## src/include/ecc_pkg.sv

```systemverilog
package ecc_pkg;
  // Core clock
  localparam int CLK_PERIOD_NS = 25;
  // Calibration time step per master-frequency code
  localparam int STEP_FM00_NS = 30520;
  localparam int STEP_FM01_NS = 31250;
  localparam int STEP_FM10_NS = 31250;
  localparam int STEP_FM11_NS = 31280;
  localparam logic [10:0] STEP_FM00_CYC = 11'(STEP_FM00_NS / CLK_PERIOD_NS);
  localparam logic [10:0] STEP_FM01_CYC = 11'(STEP_FM01_NS / CLK_PERIOD_NS);
  localparam logic [10:0] STEP_FM10_CYC = 11'(STEP_FM10_NS / CLK_PERIOD_NS);
  localparam logic [10:0] STEP_FM11_CYC = 11'(STEP_FM11_NS / CLK_PERIOD_NS);

  // Register offsets
  localparam logic [7:0] ADDR_CAL = 8'h12;
  localparam logic [7:0] ADDR_EMUX = 8'h14;
  localparam logic [7:0] ADDR_ECG = 8'h15;

  // calibration_source_config fields
  localparam int CAL_EN_BIT = 22;
  localparam int CAL_VMODE_BIT = 21;
  localparam int CAL_VMAG_BIT = 20;
  localparam int CAL_FCAL_LSB = 12;
  localparam int CAL_HALF_BIT = 11;
  localparam int CAL_CAL_HIGH_TIME_LSB = 0;
  // channel_input_mux_config fields
  localparam int EMUX_INV_BIT = 23;
  localparam int EMUX_POS_ISO_BIT = 21;
  localparam int EMUX_NEG_ISO_BIT = 20;
  localparam int EMUX_POS_ROUTE_LSB = 18;
  localparam int EMUX_NEG_ROUTE_LSB = 16;
  // channel_config fields
  localparam int SAMPLE_RATE_SEL_LSB = 22;
  localparam int GAIN_SEL_LSB = 16;
  localparam int ECG_HPF_BIT = 14;
  localparam int ECG_LPF_LSB = 12;

  // Reset values and the low-pass fallback code
  localparam logic RST_CAL_EN = 1'h0;
  localparam logic RST_VMODE = 1'h0;
  localparam logic RST_VMAG = 1'h0;
  localparam logic [2:0] RST_FCAL = 3'h4;
  localparam logic RST_HALF = 1'h1;
  localparam logic [10:0] RST_CAL_HIGH_TIME = 11'h000;
  localparam logic RST_INV = 1'h0;
  localparam logic RST_ISO = 1'h1;
  localparam logic [1:0] RST_ROUTE = 2'h0;
  localparam logic [1:0] RST_RATE = 2'h2;
  localparam logic [1:0] RST_GAIN = 2'h0;
  localparam logic RST_HPF = 1'h1;
  localparam logic [1:0] RST_LPF = 2'h1;
  localparam logic [1:0] LPF_FALLBACK = 2'h1;

  typedef enum logic [1:0] {
    ROUTE_NONE = 2'b00,
    ROUTE_MID = 2'b01,
    ROUTE_CALP = 2'b10,
    ROUTE_CALN = 2'b11
  } ecc_route_t;

  typedef enum logic [1:0] {
    WAVE_IDLE = 2'b00,
    WAVE_HIGH = 2'b01,
    WAVE_LOW = 2'b10
  } ecc_wave_t;
endpackage

```

## src/include/ecc_cal_if.sv

```systemverilog
`timescale 1ns/1ps
`default_nettype none
interface ecc_cal_if;
  logic [1:0] freq_sel;
  logic cal_on;
  logic half_duty;
  logic [10:0] high_steps;
  logic freq_level;
  logic step_sync;
  logic step_tick;
  logic wave;
  modport ctl (output freq_sel, cal_on, half_duty, high_steps, freq_level, input wave);
  modport step (input freq_sel, cal_on, step_sync, output step_tick);
  modport wave_gen (input cal_on, half_duty, high_steps, freq_level, step_tick,
                    output step_sync, wave);
endinterface
`default_nettype wire

```

## src/core/ecc_config.sv

```systemverilog
// Contract
// Half-duty select set: both sources high half of each period, high time ignored.
// Otherwise high time equals the 11-bit field times the step; field resets zero.
// Step follows master-frequency select; code 00 gives 30.52 us; the step counts 1220 core cycles, 30.50 us.
// Bit 23 inverts the channel input when set; resets clear.
// Bit 21 set isolates the positive electrode input; resets set.
// Bit 20 set isolates the negative electrode input; resets set.
// Positive route 19:18: none, mid-supply, positive source, negative source.
// Negative route 17:16 decodes the same way; resets to 00.
// Routing to a calibration source acts only while source enable is set.
// Channel config writes may disturb samples; software may resynchronise afterwards.
// Rate field 23:22 resets to 10, decoded against master-frequency select.
// Master code 00: rates 512, 256, 128 sps; code 11 reserved.
// Master code 01: rates 500, 250, 125 sps; code 11 reserved.
// Master code 10: only rate 10 valid, giving 200 sps.
// Master code 11: only rate 10 valid, giving 199.8 sps.
// Gain 17:16 selects 20, 40, 80, 160 V/V; resets 00.
// Bit 14 clear bypasses high-pass, set gives 0.5 Hz; resets set.
// Unsupported low-pass setting runs as 01, stored as written, read back effective.
// Step is 31.25 us for master codes 01 and 10, 31.28 us for 11.
// Source enable clear disables all calibration sources and modes; resets clear.
// High-time counts whole steps from each period start, sources high until reached.
`timescale 1ns/1ps
`default_nettype none
module ecc_config (
  input wire logic core_clk,
  input wire logic sys_rst,
  input wire logic [7:0] reg_addr,
  input wire logic [23:0] reg_wdata,
  input wire logic reg_wr,
  input wire logic reg_rd,
  output logic [23:0] reg_rdata,
  input wire logic [1:0] master_freq_sel,
  input wire logic cal_freq_level,
  input wire logic resync_cmd,
  output logic cal_source_pos,
  output logic cal_source_neg,
  output logic channel_invert,
  output logic pos_input_isolate,
  output logic neg_input_isolate,
  output logic pos_to_midsupply_ref,
  output logic pos_to_cal_source_pos,
  output logic pos_to_cal_source_neg,
  output logic neg_to_midsupply_ref,
  output logic neg_to_cal_source_pos,
  output logic neg_to_cal_source_neg,
  output logic [15:0] sample_rate_dsps,
  output logic sample_rate_valid,
  output logic [7:0] gain_sel_vv,
  output logic highpass_sel,
  output logic [1:0] lowpass_eff,
  output logic cfg_changed,
  output logic resync_pending
);
  typedef struct packed {
    logic cal_sources_enable;
    logic vmode;
    logic vmag;
    logic [2:0] fcal;
    logic cal_half_duty_sel;
    logic [10:0] cal_high_time;
    logic channel_invert;
    logic pos_input_isolate;
    logic neg_input_isolate;
    logic [1:0] pos_cal_route;
    logic [1:0] neg_cal_route;
    logic [1:0] sample_rate_sel;
    logic [1:0] gain_sel;
    logic highpass_sel;
    logic [1:0] lowpass_sel;
    logic [23:0] rdata;
    logic [2:0] pos_sw;
    logic [2:0] neg_sw;
    logic [15:0] rate_dsps;
    logic rate_ok;
    logic [7:0] gain_vv;
    logic [1:0] lpf_eff;
    logic changed;
    logic pending;
  } ecc_main_state_t;

  ecc_main_state_t st;
  ecc_main_state_t next_st;
  ecc_cal_if cal ();

  // Switch set {to negative source, to positive source, to mid-supply}
  function automatic logic [2:0] route_sw(input logic [1:0] code, input logic en);
    unique case (ecc_pkg::ecc_route_t'(code))
      ecc_pkg::ROUTE_NONE: route_sw = 3'h0;
      ecc_pkg::ROUTE_MID: route_sw = 3'h1;
      ecc_pkg::ROUTE_CALP: route_sw = en ? 3'h2 : 3'h0;
      ecc_pkg::ROUTE_CALN: route_sw = en ? 3'h4 : 3'h0;
    endcase
  endfunction

  // Sample rate in tenths of samples per second; zero for reserved codes
  function automatic logic [15:0] rate_of(input logic [1:0] fsel, input logic [1:0] rate);
    rate_of = 16'h0000;
    unique case (fsel)
      2'h0: begin
        unique case (rate)
          2'h0: rate_of = 16'h1400;
          2'h1: rate_of = 16'h0A00;
          2'h2: rate_of = 16'h0500;
          2'h3: rate_of = 16'h0000;
        endcase
      end
      2'h1: begin
        unique case (rate)
          2'h0: rate_of = 16'h1388;
          2'h1: rate_of = 16'h09C4;
          2'h2: rate_of = 16'h04E2;
          2'h3: rate_of = 16'h0000;
        endcase
      end
      2'h2: rate_of = (rate == 2'h2) ? 16'h07D0 : 16'h0000;
      2'h3: rate_of = (rate == 2'h2) ? 16'h07CE : 16'h0000;
    endcase
  endfunction

  // Effective low-pass code for the current rate
  function automatic logic [1:0] lpf_of(input logic [1:0] fsel, input logic [1:0] rate,
                                        input logic [1:0] lpf);
    logic fast;
    logic mid;
    fast = !fsel[1] && (rate == 2'h0);
    mid = !fsel[1] && (rate == 2'h1);
    if (lpf == 2'h0 || lpf == 2'h1) begin
      lpf_of = lpf;
    end else if (fast || (mid && lpf == 2'h2)) begin
      lpf_of = lpf;
    end else begin
      lpf_of = ecc_pkg::LPF_FALLBACK;
    end
  endfunction

  function automatic logic [7:0] gain_of(input logic [1:0] g);
    unique case (g)
      2'h0: gain_of = 8'h14;
      2'h1: gain_of = 8'h28;
      2'h2: gain_of = 8'h50;
      2'h3: gain_of = 8'hA0;
    endcase
  endfunction

  assign cal.freq_sel = master_freq_sel;
  assign cal.cal_on = st.cal_sources_enable;
  assign cal.half_duty = st.cal_half_duty_sel;
  assign cal.high_steps = st.cal_high_time;
  assign cal.freq_level = cal_freq_level;

  ecc_step_gen u_step (
    .core_clk(core_clk),
    .sys_rst(sys_rst),
    .cal(cal.step)
  );

  ecc_wave_gen u_wave (
    .core_clk(core_clk),
    .sys_rst(sys_rst),
    .cal(cal.wave_gen)
  );

  always_comb begin
    next_st = st;
    next_st.rdata = 24'h000000;
    next_st.changed = 1'b0;
    if (reg_rd) begin
      unique case (reg_addr)
        ecc_pkg::ADDR_CAL: begin
          next_st.rdata[ecc_pkg::CAL_EN_BIT] = st.cal_sources_enable;
          next_st.rdata[ecc_pkg::CAL_VMODE_BIT] = st.vmode;
          next_st.rdata[ecc_pkg::CAL_VMAG_BIT] = st.vmag;
          next_st.rdata[ecc_pkg::CAL_FCAL_LSB +: 3] = st.fcal;
          next_st.rdata[ecc_pkg::CAL_HALF_BIT] = st.cal_half_duty_sel;
          next_st.rdata[ecc_pkg::CAL_CAL_HIGH_TIME_LSB +: 11] = st.cal_high_time;
        end
        ecc_pkg::ADDR_EMUX: begin
          next_st.rdata[ecc_pkg::EMUX_INV_BIT] = st.channel_invert;
          next_st.rdata[ecc_pkg::EMUX_POS_ISO_BIT] = st.pos_input_isolate;
          next_st.rdata[ecc_pkg::EMUX_NEG_ISO_BIT] = st.neg_input_isolate;
          next_st.rdata[ecc_pkg::EMUX_POS_ROUTE_LSB +: 2] = st.pos_cal_route;
          next_st.rdata[ecc_pkg::EMUX_NEG_ROUTE_LSB +: 2] = st.neg_cal_route;
        end
        ecc_pkg::ADDR_ECG: begin
          next_st.rdata[ecc_pkg::SAMPLE_RATE_SEL_LSB +: 2] = st.sample_rate_sel;
          next_st.rdata[ecc_pkg::GAIN_SEL_LSB +: 2] = st.gain_sel;
          next_st.rdata[ecc_pkg::ECG_HPF_BIT] = st.highpass_sel;
          next_st.rdata[ecc_pkg::ECG_LPF_LSB +: 2] =
            lpf_of(master_freq_sel, st.sample_rate_sel, st.lowpass_sel);
        end
        default: begin
          next_st.rdata = 24'h000000;
        end
      endcase
    end
    if (reg_wr) begin
      unique case (reg_addr)
        ecc_pkg::ADDR_CAL: begin
          next_st.cal_sources_enable = reg_wdata[ecc_pkg::CAL_EN_BIT];
          next_st.vmode = reg_wdata[ecc_pkg::CAL_VMODE_BIT];
          next_st.vmag = reg_wdata[ecc_pkg::CAL_VMAG_BIT];
          next_st.fcal = reg_wdata[ecc_pkg::CAL_FCAL_LSB +: 3];
          next_st.cal_half_duty_sel = reg_wdata[ecc_pkg::CAL_HALF_BIT];
          next_st.cal_high_time = reg_wdata[ecc_pkg::CAL_CAL_HIGH_TIME_LSB +: 11];
        end
        ecc_pkg::ADDR_EMUX: begin
          next_st.channel_invert = reg_wdata[ecc_pkg::EMUX_INV_BIT];
          next_st.pos_input_isolate = reg_wdata[ecc_pkg::EMUX_POS_ISO_BIT];
          next_st.neg_input_isolate = reg_wdata[ecc_pkg::EMUX_NEG_ISO_BIT];
          next_st.pos_cal_route = reg_wdata[ecc_pkg::EMUX_POS_ROUTE_LSB +: 2];
          next_st.neg_cal_route = reg_wdata[ecc_pkg::EMUX_NEG_ROUTE_LSB +: 2];
        end
        ecc_pkg::ADDR_ECG: begin
          next_st.sample_rate_sel = reg_wdata[ecc_pkg::SAMPLE_RATE_SEL_LSB +: 2];
          next_st.gain_sel = reg_wdata[ecc_pkg::GAIN_SEL_LSB +: 2];
          next_st.highpass_sel = reg_wdata[ecc_pkg::ECG_HPF_BIT];
          // Stored as written; only the effective copy is narrowed
          next_st.lowpass_sel = reg_wdata[ecc_pkg::ECG_LPF_LSB +: 2];
          next_st.changed = 1'b1;
        end
        default: begin
          next_st.changed = 1'b0;
        end
      endcase
    end
    // A channel config write in the same cycle as the command keeps the flag set
    if (next_st.changed) begin
      next_st.pending = 1'b1;
    end else if (resync_cmd) begin
      next_st.pending = 1'b0;
    end
    // Derived controls settle one cycle after the register they follow
    next_st.pos_sw = route_sw(st.pos_cal_route, st.cal_sources_enable);
    next_st.neg_sw = route_sw(st.neg_cal_route, st.cal_sources_enable);
    next_st.rate_dsps = rate_of(master_freq_sel, st.sample_rate_sel);
    next_st.rate_ok = rate_of(master_freq_sel, st.sample_rate_sel) != 16'h0000;
    next_st.gain_vv = gain_of(st.gain_sel);
    next_st.lpf_eff = lpf_of(master_freq_sel, st.sample_rate_sel, st.lowpass_sel);
  end

  always_ff @(posedge core_clk) begin
    if (sys_rst) begin
      st <= '0;
      st.cal_sources_enable <= ecc_pkg::RST_CAL_EN;
      st.vmode <= ecc_pkg::RST_VMODE;
      st.vmag <= ecc_pkg::RST_VMAG;
      st.fcal <= ecc_pkg::RST_FCAL;
      st.cal_half_duty_sel <= ecc_pkg::RST_HALF;
      st.cal_high_time <= ecc_pkg::RST_CAL_HIGH_TIME;
      st.channel_invert <= ecc_pkg::RST_INV;
      st.pos_input_isolate <= ecc_pkg::RST_ISO;
      st.neg_input_isolate <= ecc_pkg::RST_ISO;
      st.pos_cal_route <= ecc_pkg::RST_ROUTE;
      st.neg_cal_route <= ecc_pkg::RST_ROUTE;
      st.sample_rate_sel <= ecc_pkg::RST_RATE;
      st.gain_sel <= ecc_pkg::RST_GAIN;
      st.highpass_sel <= ecc_pkg::RST_HPF;
      st.lowpass_sel <= ecc_pkg::RST_LPF;
      st.gain_vv <= gain_of(ecc_pkg::RST_GAIN);
      st.lpf_eff <= ecc_pkg::RST_LPF;
    end else begin
      st <= next_st;
    end
  end

  assign reg_rdata = st.rdata;
  assign cal_source_pos = cal.wave;
  assign cal_source_neg = cal.wave;
  assign channel_invert = st.channel_invert;
  assign pos_input_isolate = st.pos_input_isolate;
  assign neg_input_isolate = st.neg_input_isolate;
  assign pos_to_midsupply_ref = st.pos_sw[0];
  assign pos_to_cal_source_pos = st.pos_sw[1];
  assign pos_to_cal_source_neg = st.pos_sw[2];
  assign neg_to_midsupply_ref = st.neg_sw[0];
  assign neg_to_cal_source_pos = st.neg_sw[1];
  assign neg_to_cal_source_neg = st.neg_sw[2];
  assign sample_rate_dsps = st.rate_dsps;
  assign sample_rate_valid = st.rate_ok;
  assign gain_sel_vv = st.gain_vv;
  assign highpass_sel = st.highpass_sel;
  assign lowpass_eff = st.lpf_eff;
  assign cfg_changed = st.changed;
  assign resync_pending = st.pending;
endmodule
`default_nettype wire

```

## src/core/ecc_step_gen.sv

```systemverilog
`timescale 1ns/1ps
`default_nettype none
module ecc_step_gen (
  input wire logic core_clk,
  input wire logic sys_rst,
  ecc_cal_if.step cal
);
  typedef struct packed {
    logic [10:0] count;
    logic tick;
  } ecc_step_state_t;

  ecc_step_state_t st;
  ecc_step_state_t next_st;

  function automatic logic [10:0] step_len(input logic [1:0] fsel);
    unique case (fsel)
      2'h0: step_len = ecc_pkg::STEP_FM00_CYC;
      2'h1: step_len = ecc_pkg::STEP_FM01_CYC;
      2'h2: step_len = ecc_pkg::STEP_FM10_CYC;
      2'h3: step_len = ecc_pkg::STEP_FM11_CYC;
    endcase
  endfunction

  assign cal.step_tick = st.tick;

  always_comb begin
    next_st = st;
    next_st.tick = 1'b0;
    if (!cal.cal_on || cal.step_sync) begin
      next_st.count = 11'h000;
    end else if (st.count >= step_len(cal.freq_sel) - 11'h001) begin
      next_st.count = 11'h000;
      next_st.tick = 1'b1;
    end else begin
      next_st.count = st.count + 11'h001;
    end
  end

  always_ff @(posedge core_clk) begin
    if (sys_rst) begin
      st <= '0;
    end else begin
      st <= next_st;
    end
  end
endmodule
`default_nettype wire

```

## src/core/ecc_wave_gen.sv

```systemverilog
`timescale 1ns/1ps
`default_nettype none
module ecc_wave_gen (
  input wire logic core_clk,
  input wire logic sys_rst,
  ecc_cal_if.wave_gen cal
);
  typedef struct packed {
    ecc_pkg::ecc_wave_t phase;
    logic [10:0] count;
    logic freq_prev;
    logic wave;
  } ecc_wave_state_t;

  ecc_wave_state_t st;
  ecc_wave_state_t next_st;
  logic rise;

  // Step timer restarts with each period so steps line up with its start
  assign rise = cal.freq_level && !st.freq_prev;
  assign cal.step_sync = rise;
  assign cal.wave = st.wave;

  always_comb begin
    next_st = st;
    next_st.freq_prev = cal.freq_level;
    if (!cal.cal_on) begin
      next_st.phase = ecc_pkg::WAVE_IDLE;
      next_st.count = 11'h000;
      next_st.wave = 1'b0;
    end else if (cal.half_duty) begin
      next_st.phase = ecc_pkg::WAVE_IDLE;
      next_st.count = 11'h000;
      next_st.wave = cal.freq_level;
    end else if (rise) begin
      next_st.count = 11'h000;
      if (cal.high_steps == 11'h000) begin
        next_st.phase = ecc_pkg::WAVE_LOW;
        next_st.wave = 1'b0;
      end else begin
        next_st.phase = ecc_pkg::WAVE_HIGH;
        next_st.wave = 1'b1;
      end
    end else begin
      unique case (st.phase)
        ecc_pkg::WAVE_IDLE: begin
          next_st.wave = 1'b0;
        end
        ecc_pkg::WAVE_HIGH: begin
          if (cal.step_tick) begin
            if (st.count + 11'h001 >= cal.high_steps) begin
              next_st.phase = ecc_pkg::WAVE_LOW;
              next_st.wave = 1'b0;
            end else begin
              next_st.count = st.count + 11'h001;
            end
          end
        end
        ecc_pkg::WAVE_LOW: begin
          next_st.wave = 1'b0;
        end
        default: begin
          next_st.phase = ecc_pkg::WAVE_IDLE;
          next_st.wave = 1'b0;
        end
      endcase
    end
  end

  always_ff @(posedge core_clk) begin
    if (sys_rst) begin
      st <= '0;
    end else begin
      st <= next_st;
    end
  end
endmodule
`default_nettype wire

```

## config.mk

```make
export PLATFORM = sky130hd
export DESIGN_NAME = ecc_config
export DESIGN_NICKNAME = d
export VERILOG_FILES = /design/src/include/ecc_pkg.sv /design/src/include/ecc_cal_if.sv /design/src/core/ecc_config.sv /design/src/core/ecc_step_gen.sv /design/src/core/ecc_wave_gen.sv
export SDC_FILE = /design/constraint.sdc
export NUM_CORES = 1
export LEC_CHECK = 0
export ABC_AREA = 0
export BUFFER_PORTS_ARGS = -buffer_cell sky130_fd_sc_hd__buf_2
export CORE_ASPECT_RATIO = 0.7
export CORE_MARGIN = 2
export CORE_UTILIZATION = 47
export DETAILED_ROUTE_END_ITERATION = 10
export GPL_TIMING_DRIVEN = 0
export PLACE_DENSITY = 0.7
export SYNTH_ARGS = -nofsm -noshare
export SYNTH_HDL_FRONTEND = slang
export SYNTH_SLANG_ARGS = --single-unit
```

## constraint.sdc

```tcl
create_clock -name core_clk -period 4.5 [get_ports core_clk]
set_clock_uncertainty 0.05 [all_clocks]
set_input_delay 0.675 -clock core_clk [delete_from_list [all_inputs] [get_ports core_clk]]
set_output_delay 0.675 -clock core_clk [all_outputs]
set_load 0.05 [all_outputs]
```

# ---- Yosys cells after proc, flatten, opt, wreduce, memory -nomap -nowiden
# Index checks and enable logic that the tools add are counted.
dict set report word_totals {
  out_inout_bits 65
  memories 0
  in_bits 40
  romBits 0
  regBits 118
  latch_bits 0
  ram_bits 0
  elab_cells 143
}
dict set report op_classes {
  n_bitwise 5
  addsub 3
  mul 0
  div_mod_pow 0
  order_cmp 2
  shifts 0
  reduce_logical 36
  mux 37
  eq_ne 27
}
# cell n
set ops {}
lappend ops {{case mux 16 bit (4 select lines)} 3}
lappend ops {{2-to-1 mux 11 bit} 5}
lappend ops {{case mux 11 bit (3 select lines)} 1}
lappend ops {{case mux 8 bit (4 select lines)} 1}
lappend ops {{2-to-1 mux 13 bit} 2}
lappend ops {{equality test 2 bit, second input constant} 12}
lappend ops {{equality test 8 x 5 -> 1 bit, second input constant} 3}
lappend ops {{case mux 3 bit (4 select lines)} 2}
lappend ops {{adder 11 x 1 -> 11 bit, second input constant} 2}
lappend ops {{>= comparator 11 bit} 2}
lappend ops {{nonzero test 16 bit} 1}
lappend ops {{equality test 2 x 1 -> 1 bit, second input constant} 7}
lappend ops {{zero test 2 bit} 7}
lappend ops {{case mux 2 bit (2 select lines)} 3}
lappend ops {{OR reduction 3 bit} 4}
lappend ops {{zero test 11 bit} 1}
lappend ops {{2-to-1 mux 1 bit} 11}
lappend ops {{subtractor 11 x 1 -> 11 bit, second input constant} 1}
lappend ops {{2-to-1 mux 2 bit} 5}
lappend ops {{OR reduction 2 bit} 5}
lappend ops {{AND reduction 2 bit} 4}
lappend ops {{case mux 3 bit (2 select lines)} 1}
lappend ops {{AND reduction 3 bit} 2}
lappend ops {{NOT 1 bit} 5}
lappend ops {{12 further kinds} 20}

# ---- Logic depth before layout (Yosys ltp)
dict set report logic_depth {
  depth_word 7
  ltp_mapped 12
  mapped_depth_nobuf 11
}

# ---- Cells and area by module
# A second synthesis with hierarchy kept.
dict set report unflattened {
  cells_unflattened 563
  area_unflattened_um2 5421.4
}
# module seq_area_each_um2 instances area_per_inst_um2 cells_per_inst
set modules_own_cells {}
lappend modules_own_cells {ecc_config 1681.6 1 3525.9 337}
lappend modules_own_cells {ecc_wave_gen 300.3 1 1202.4 150}
lappend modules_own_cells {ecc_step_gen 240.2 1 693.2 76}

# ---- Worst setup path after synthesis
# Ideal clock, no wire load.
dict set report synth_path {
  kind {reg2reg}
  startpoint {register u_wave.st[2] (netlist name)}
  endpoint {register u_wave.st[12] (netlist name)}
  t_arrival_ns 2.914
  setup_time_ns 0.135
  required_time_ns 4.315
  synth_period_minus_slack_ns 3.099
  path_stages_with_launch 13
  slack_ns 1.401
  path_buffers 1
  path_cell_list {dfxtp_1 > ha_1 > nand3_1 > nor3_1 > nand3_1 > xnor2_1 > ha_1 > and4_4 > and3_1 > a41o_1 > buf_2 > o311ai_0 > o41ai_1}
}
dict set report synth_between {
  elab_chain_cells 4
}
# item line_no
set synth_rtl {}
lappend synth_rtl {{from (decl)} ecc_wave_gen.sv:15} ;# ecc_wave_state_t st;
lappend synth_rtl {{from (signal assigned)} ecc_wave_gen.sv:74} ;# st <= next_st;
lappend synth_rtl {{adder 11 x 1 -> 11 bit *} {ecc_wave_gen.sv:51, ecc_wave_gen.sv:55}}
lappend synth_rtl {{>= comparator 11 bit} ecc_wave_gen.sv:51} ;# if (st.count + 11'h001 >= cal.high_steps) begin
lappend synth_rtl {{NOT 1 bit (no source line)} -}
lappend synth_rtl {{AND reduction 3 bit (no source line)} -}
# Every way passes the cells marked *; elsewhere a longest branch is shown, timed or not.
# A chain may end at the register's enable or synchronous reset.

# ---- Worst setup path in the final report
dict set report layout_path {
  startpoint {register u_wave.st[2] (netlist name)}
  endpoint {register u_wave.st[14] (netlist name)}
}
dict set report layout_between {
  elab_chain_cells 4
}
# item line_no
set layout_rtl {}
lappend layout_rtl {{adder 11 x 1 -> 11 bit} ecc_wave_gen.sv:51}
lappend layout_rtl {{>= comparator 11 bit} ecc_wave_gen.sv:51}
lappend layout_rtl {{inequality test 3 x 2 -> 1 bit (no source line)} -}
lappend layout_rtl {{AND reduction 3 bit (no source line)} -}
# Every way passes these cells.

==> metrics.txt <==
outcome completed; Reg clk slew, reported paths 70 ps; fin. max-slew vios 0; post-route DRC violation count 0; antenna cells 0; filler cell count in the final layout 920; total number of cells along the worst setup path 11; minimum period implied by the final worst setup slack 3740 ps; WP data arrival 3940 ps; net count of the finished layout 745; final HPWL from detailed placement 8830 um; Final period util 0.832; number of maximum-capacitance violations 0; type of the most critical hold path register to register; Die Height 91.4 um; post-synthesis mux area share 0.0234; placeable core region 10500 um^2; synthesized-area fraction occupied by ao, oa, aoi and oai cells 0.121; depth of the worst register-to-register path 11; ratio of total power to cell area 307 nW/um^2; Register-to-Register Setup Slack 760 ps; capture instance of the worst register-to-register path u_wave.st[14]; count of port buffers added during placement 95; Slew Limit Headroom 0.494; sequential area share after synthesis 0.433; leakage dissipation 2.76 nW; number of failing setup endpoints in the final timing report 0; number of detailed-routing iterations run before antenna repair 5; insertion delay of the later-clocked pin in the worst-skew pair 350 ps; TritonCTS clock tree built; Clock H-tree levels 3; total clock buffers created by CTS 9; pin slew with the least headroom to its limit 759 ps; met3 global-route usage 0.0460; wire length per cell after detailed routing 14.2 um; Crit path buffers/inverters 0; chain of cells forming the critical path ha_1, nand3_1, nor3_1, nand3_1, xnor2_1, ha_1, and4_4, and3_1, a41oi_1, o2111ai_1, a31o_2; total negative slack 0 ps; origin of the worst setup path u_wave.st[2]; area growth from synthesis to layout 18.4%; crit path max fanout 6; maximum number of pins on one net before global-route repair 20; total power 1.86 mW; met1 Track Usage GR 0.276; share of final-layout standard cells stronger than drive strength 1 0.288; cell type contributing the most total cell area after synthesis sky130_fd_sc_hd__dfxtp_1; async set-or-reset flop fraction in the synthesized netlist 0; switching part of the total power 0.242; most frequent cells after synthesis 111 x sky130_fd_sc_hd__dfxtp_1, 56 x sky130_fd_sc_hd__nand2_1, 53 x sky130_fd_sc_hd__buf_4; Syn Std Cell Area 5130 um^2; initial antenna violation count 0; number of instances in the synthesized netlist 565; highest ir drop seen on vdd 0.190 mV; Req. time, crit path 4690 ps; width of the die 129 um; relative contribution of sequential cells to total power 0.531; # clock sinks 111; average instance area after synthesis 9.08 um^2; combinational family with the most area after synthesis simple AND/OR/NAND/NOR gates; FP Rows 31; Clock Root Buffer sky130_fd_sc_hd__clkbuf_16; most frequently used flop master after synthesis sky130_fd_sc_hd__dfxtp_1; slowest library cell on the worst path sky130_fd_sc_hd__a41oi_1; number of vias per cell after detailed routing 5.18; via count of the first global-routing pass 3818; number of flops mapped to enable cells by yosys 0; Most Used Layer, Global Route met2; starting utilization of the core area 0.490; slowest cell delay on critical path 570 ps; Hold Fails Final Rpt 0; Die ar. 11800 um^2; internal power of the cells 1.41 mW; YS warnings 0; Area contributors post-synth sky130_fd_sc_hd__dfxtp_1 43%, sky130_fd_sc_hd__buf_4 7.8%, sky130_fd_sc_hd__ha_1 6.8%; routed wire length 11500 um; share of total power in combinational logic 0.066; Top-Level Pins 105; number of distinct library cells after synthesis 59; wire length of the first global-routing pass 18400 um; 1st-iter DRT viols 257; count of hold buffers inserted by post-cts repair 0; maximum buffer depth of the clock tree 2; gr usage total 0.198; net switching power 0.451 mW; most repeated cell in the gate-level netlist after synthesis sky130_fd_sc_hd__dfxtp_1; post-CTS setup buffer count 0; number of synthesized register bits 111; GPL Wtd Cong 0.852; Vias 4214; Fmax 0.267 GHz; PostCTS Resize Cnt 0; grt ovf 0; endpoint kind of the worst setup timing path register; endpoint of the most critical setup path u_wave.st[14]; Synth Area in Adders 0.0683; critical path type register to register; clock share of power 0.403; crit-path leading delay family simple AND/OR/NAND/NOR gates; RSZ-0062 raised after global routing false; met2 track demand over resource 0.311; critical path launch point type register; worst r2r src u_wave.st[2]; Synth Area in XOR/XNOR 0.0290; fraction of post-synthesis cell area in the top cell type by area 0.433; Antenna Nets Post-Route 0; simple-gate area share of the yosys netlist 0.207
==> worst reg2reg max path: stages, from the launching register on <==
cell	delay (ps)
sky130_fd_sc_hd__dfxtp_1	420
sky130_fd_sc_hd__ha_1	280
sky130_fd_sc_hd__nand3_1	230
sky130_fd_sc_hd__nor3_1	420
sky130_fd_sc_hd__nand3_1	200
sky130_fd_sc_hd__xnor2_1	240
sky130_fd_sc_hd__ha_1	300
sky130_fd_sc_hd__and4_4	220
sky130_fd_sc_hd__and3_1	190
sky130_fd_sc_hd__a41oi_1	570
sky130_fd_sc_hd__o2111ai_1	240
sky130_fd_sc_hd__a31o_2	280
==> layer usage <==
layer | vias to the layer above | routed length (um)
met4 | 0 | 114
met2 | 140 | 5090
met1 | 1979 | 5590
met3 | 11 | 733
met5 | - | 0
li1 | 2084 | -
==> power groups by stage <==
stage	registers, mW	clock network, mW	logic [mW]
after floorplan	1.02	0	0.0787
after global placement	1.01	0	0.120
after detailed placement	1.01	0	0.121
after CTS	0.990	0.761	0.122
after global routing	0.991	0.805	0.131
final	0.990	0.751	0.122
==> cell type report <==
cell class                 instances  area, um^2  share of cell area
clock inverter                     6        53.8             0.00886
timing repair buffer              95         475              0.0783
inverter                          28         105              0.0173
tap                              132         165              0.0272
multi-input combinational        360        2330               0.383
sequential                       111        2220               0.366
clock buffer                       9         225              0.0371
buffer                            72         497              0.0818
==> worst min-delay path by stage <==
stage                                        to  depth (start not counted)   start
after floorplan                   reg_rdata[12]                          2  st[85]
after global placement                   st[89]                          2  st[89]
after detailed placement  pos_to_cal_source_pos                          1  st[68]
after CTS                                st[88]                          2  st[88]
after global routing                     st[88]                          2  st[88]
final                                    st[88]                          2  st[88]
==> logic make-up after synthesis <==
logic type / count (synthesis)
AO/OA/AOI/OAI: 92
XOR/XNOR: 17
adder cells (fa/ha/maj): 28
buffers and inverters: 100
flip-flops: 111
multiplexers: 12
other: 1
AND/OR/NAND/NOR: 204
==> cell usage in the layout, fill, tap and decap left out, types with 3 or more instances in the layout <==
cell / instances
sky130_fd_sc_hd__nand2_2: 8
sky130_fd_sc_hd__nand3b_1: 3
sky130_fd_sc_hd__o31ai_1: 5
sky130_fd_sc_hd__or4_1: 4
sky130_fd_sc_hd__mux2i_1: 12
sky130_fd_sc_hd__xnor2_1: 8
sky130_fd_sc_hd__and2_1: 15
sky130_fd_sc_hd__dfxtp_1: 111
sky130_fd_sc_hd__buf_2: 98
sky130_fd_sc_hd__nand2_1: 56
sky130_fd_sc_hd__nor2b_1: 10
sky130_fd_sc_hd__nand4_1: 4
sky130_fd_sc_hd__clkbuf_1: 14
sky130_fd_sc_hd__conb_1: 7
sky130_fd_sc_hd__nor3b_1: 6
sky130_fd_sc_hd__a211o_1: 5
sky130_fd_sc_hd__ha_1: 28
sky130_fd_sc_hd__nor3_1: 16
sky130_fd_sc_hd__a22o_1: 5
sky130_fd_sc_hd__or2_2: 4
sky130_fd_sc_hd__and3_1: 8
sky130_fd_sc_hd__clkbuf_16: 9
sky130_fd_sc_hd__o311ai_0: 3
sky130_fd_sc_hd__xor2_1: 9
sky130_fd_sc_hd__a21oi_1: 29
sky130_fd_sc_hd__nand3_1: 16
sky130_fd_sc_hd__nand2b_1: 7
sky130_fd_sc_hd__o21ai_0: 17
sky130_fd_sc_hd__a21oi_2: 8
sky130_fd_sc_hd__inv_1: 28
sky130_fd_sc_hd__buf_4: 53
sky130_fd_sc_hd__nor2_1: 36
==> metrics by stage <==
step | area, um^2 | instances | hold WS [ps] | util | setup WS (ps)
after floorplan | 5150 | 571 | 374 | - | 1400
after global placement | 5790 | 798 | 396 | 0.553 | 867
after detailed placement | 5790 | 798 | 401 | 0.553 | 828
after CTS | 6070 | 813 | 415 | 0.580 | 816
after global routing | 6070 | 813 | 439 | 0.580 | 505
final | 6070 | 813 | 412 | 0.580 | 758
==> flip-flops by register name (all words and copies together), names as in the netlist, 2 cells and up <==
| register | count |
|---|---|
| u_step.st | 11 |
| st | 15 |
| gain_sel_vv | 6 |
| u_wave.st | 14 |
| cal.high_steps | 11 |
| reg_rdata | 23 |
| sample_rate_dsps | 12 |
| lowpass_eff | 2 |
(Power assumes the default switching activity.)
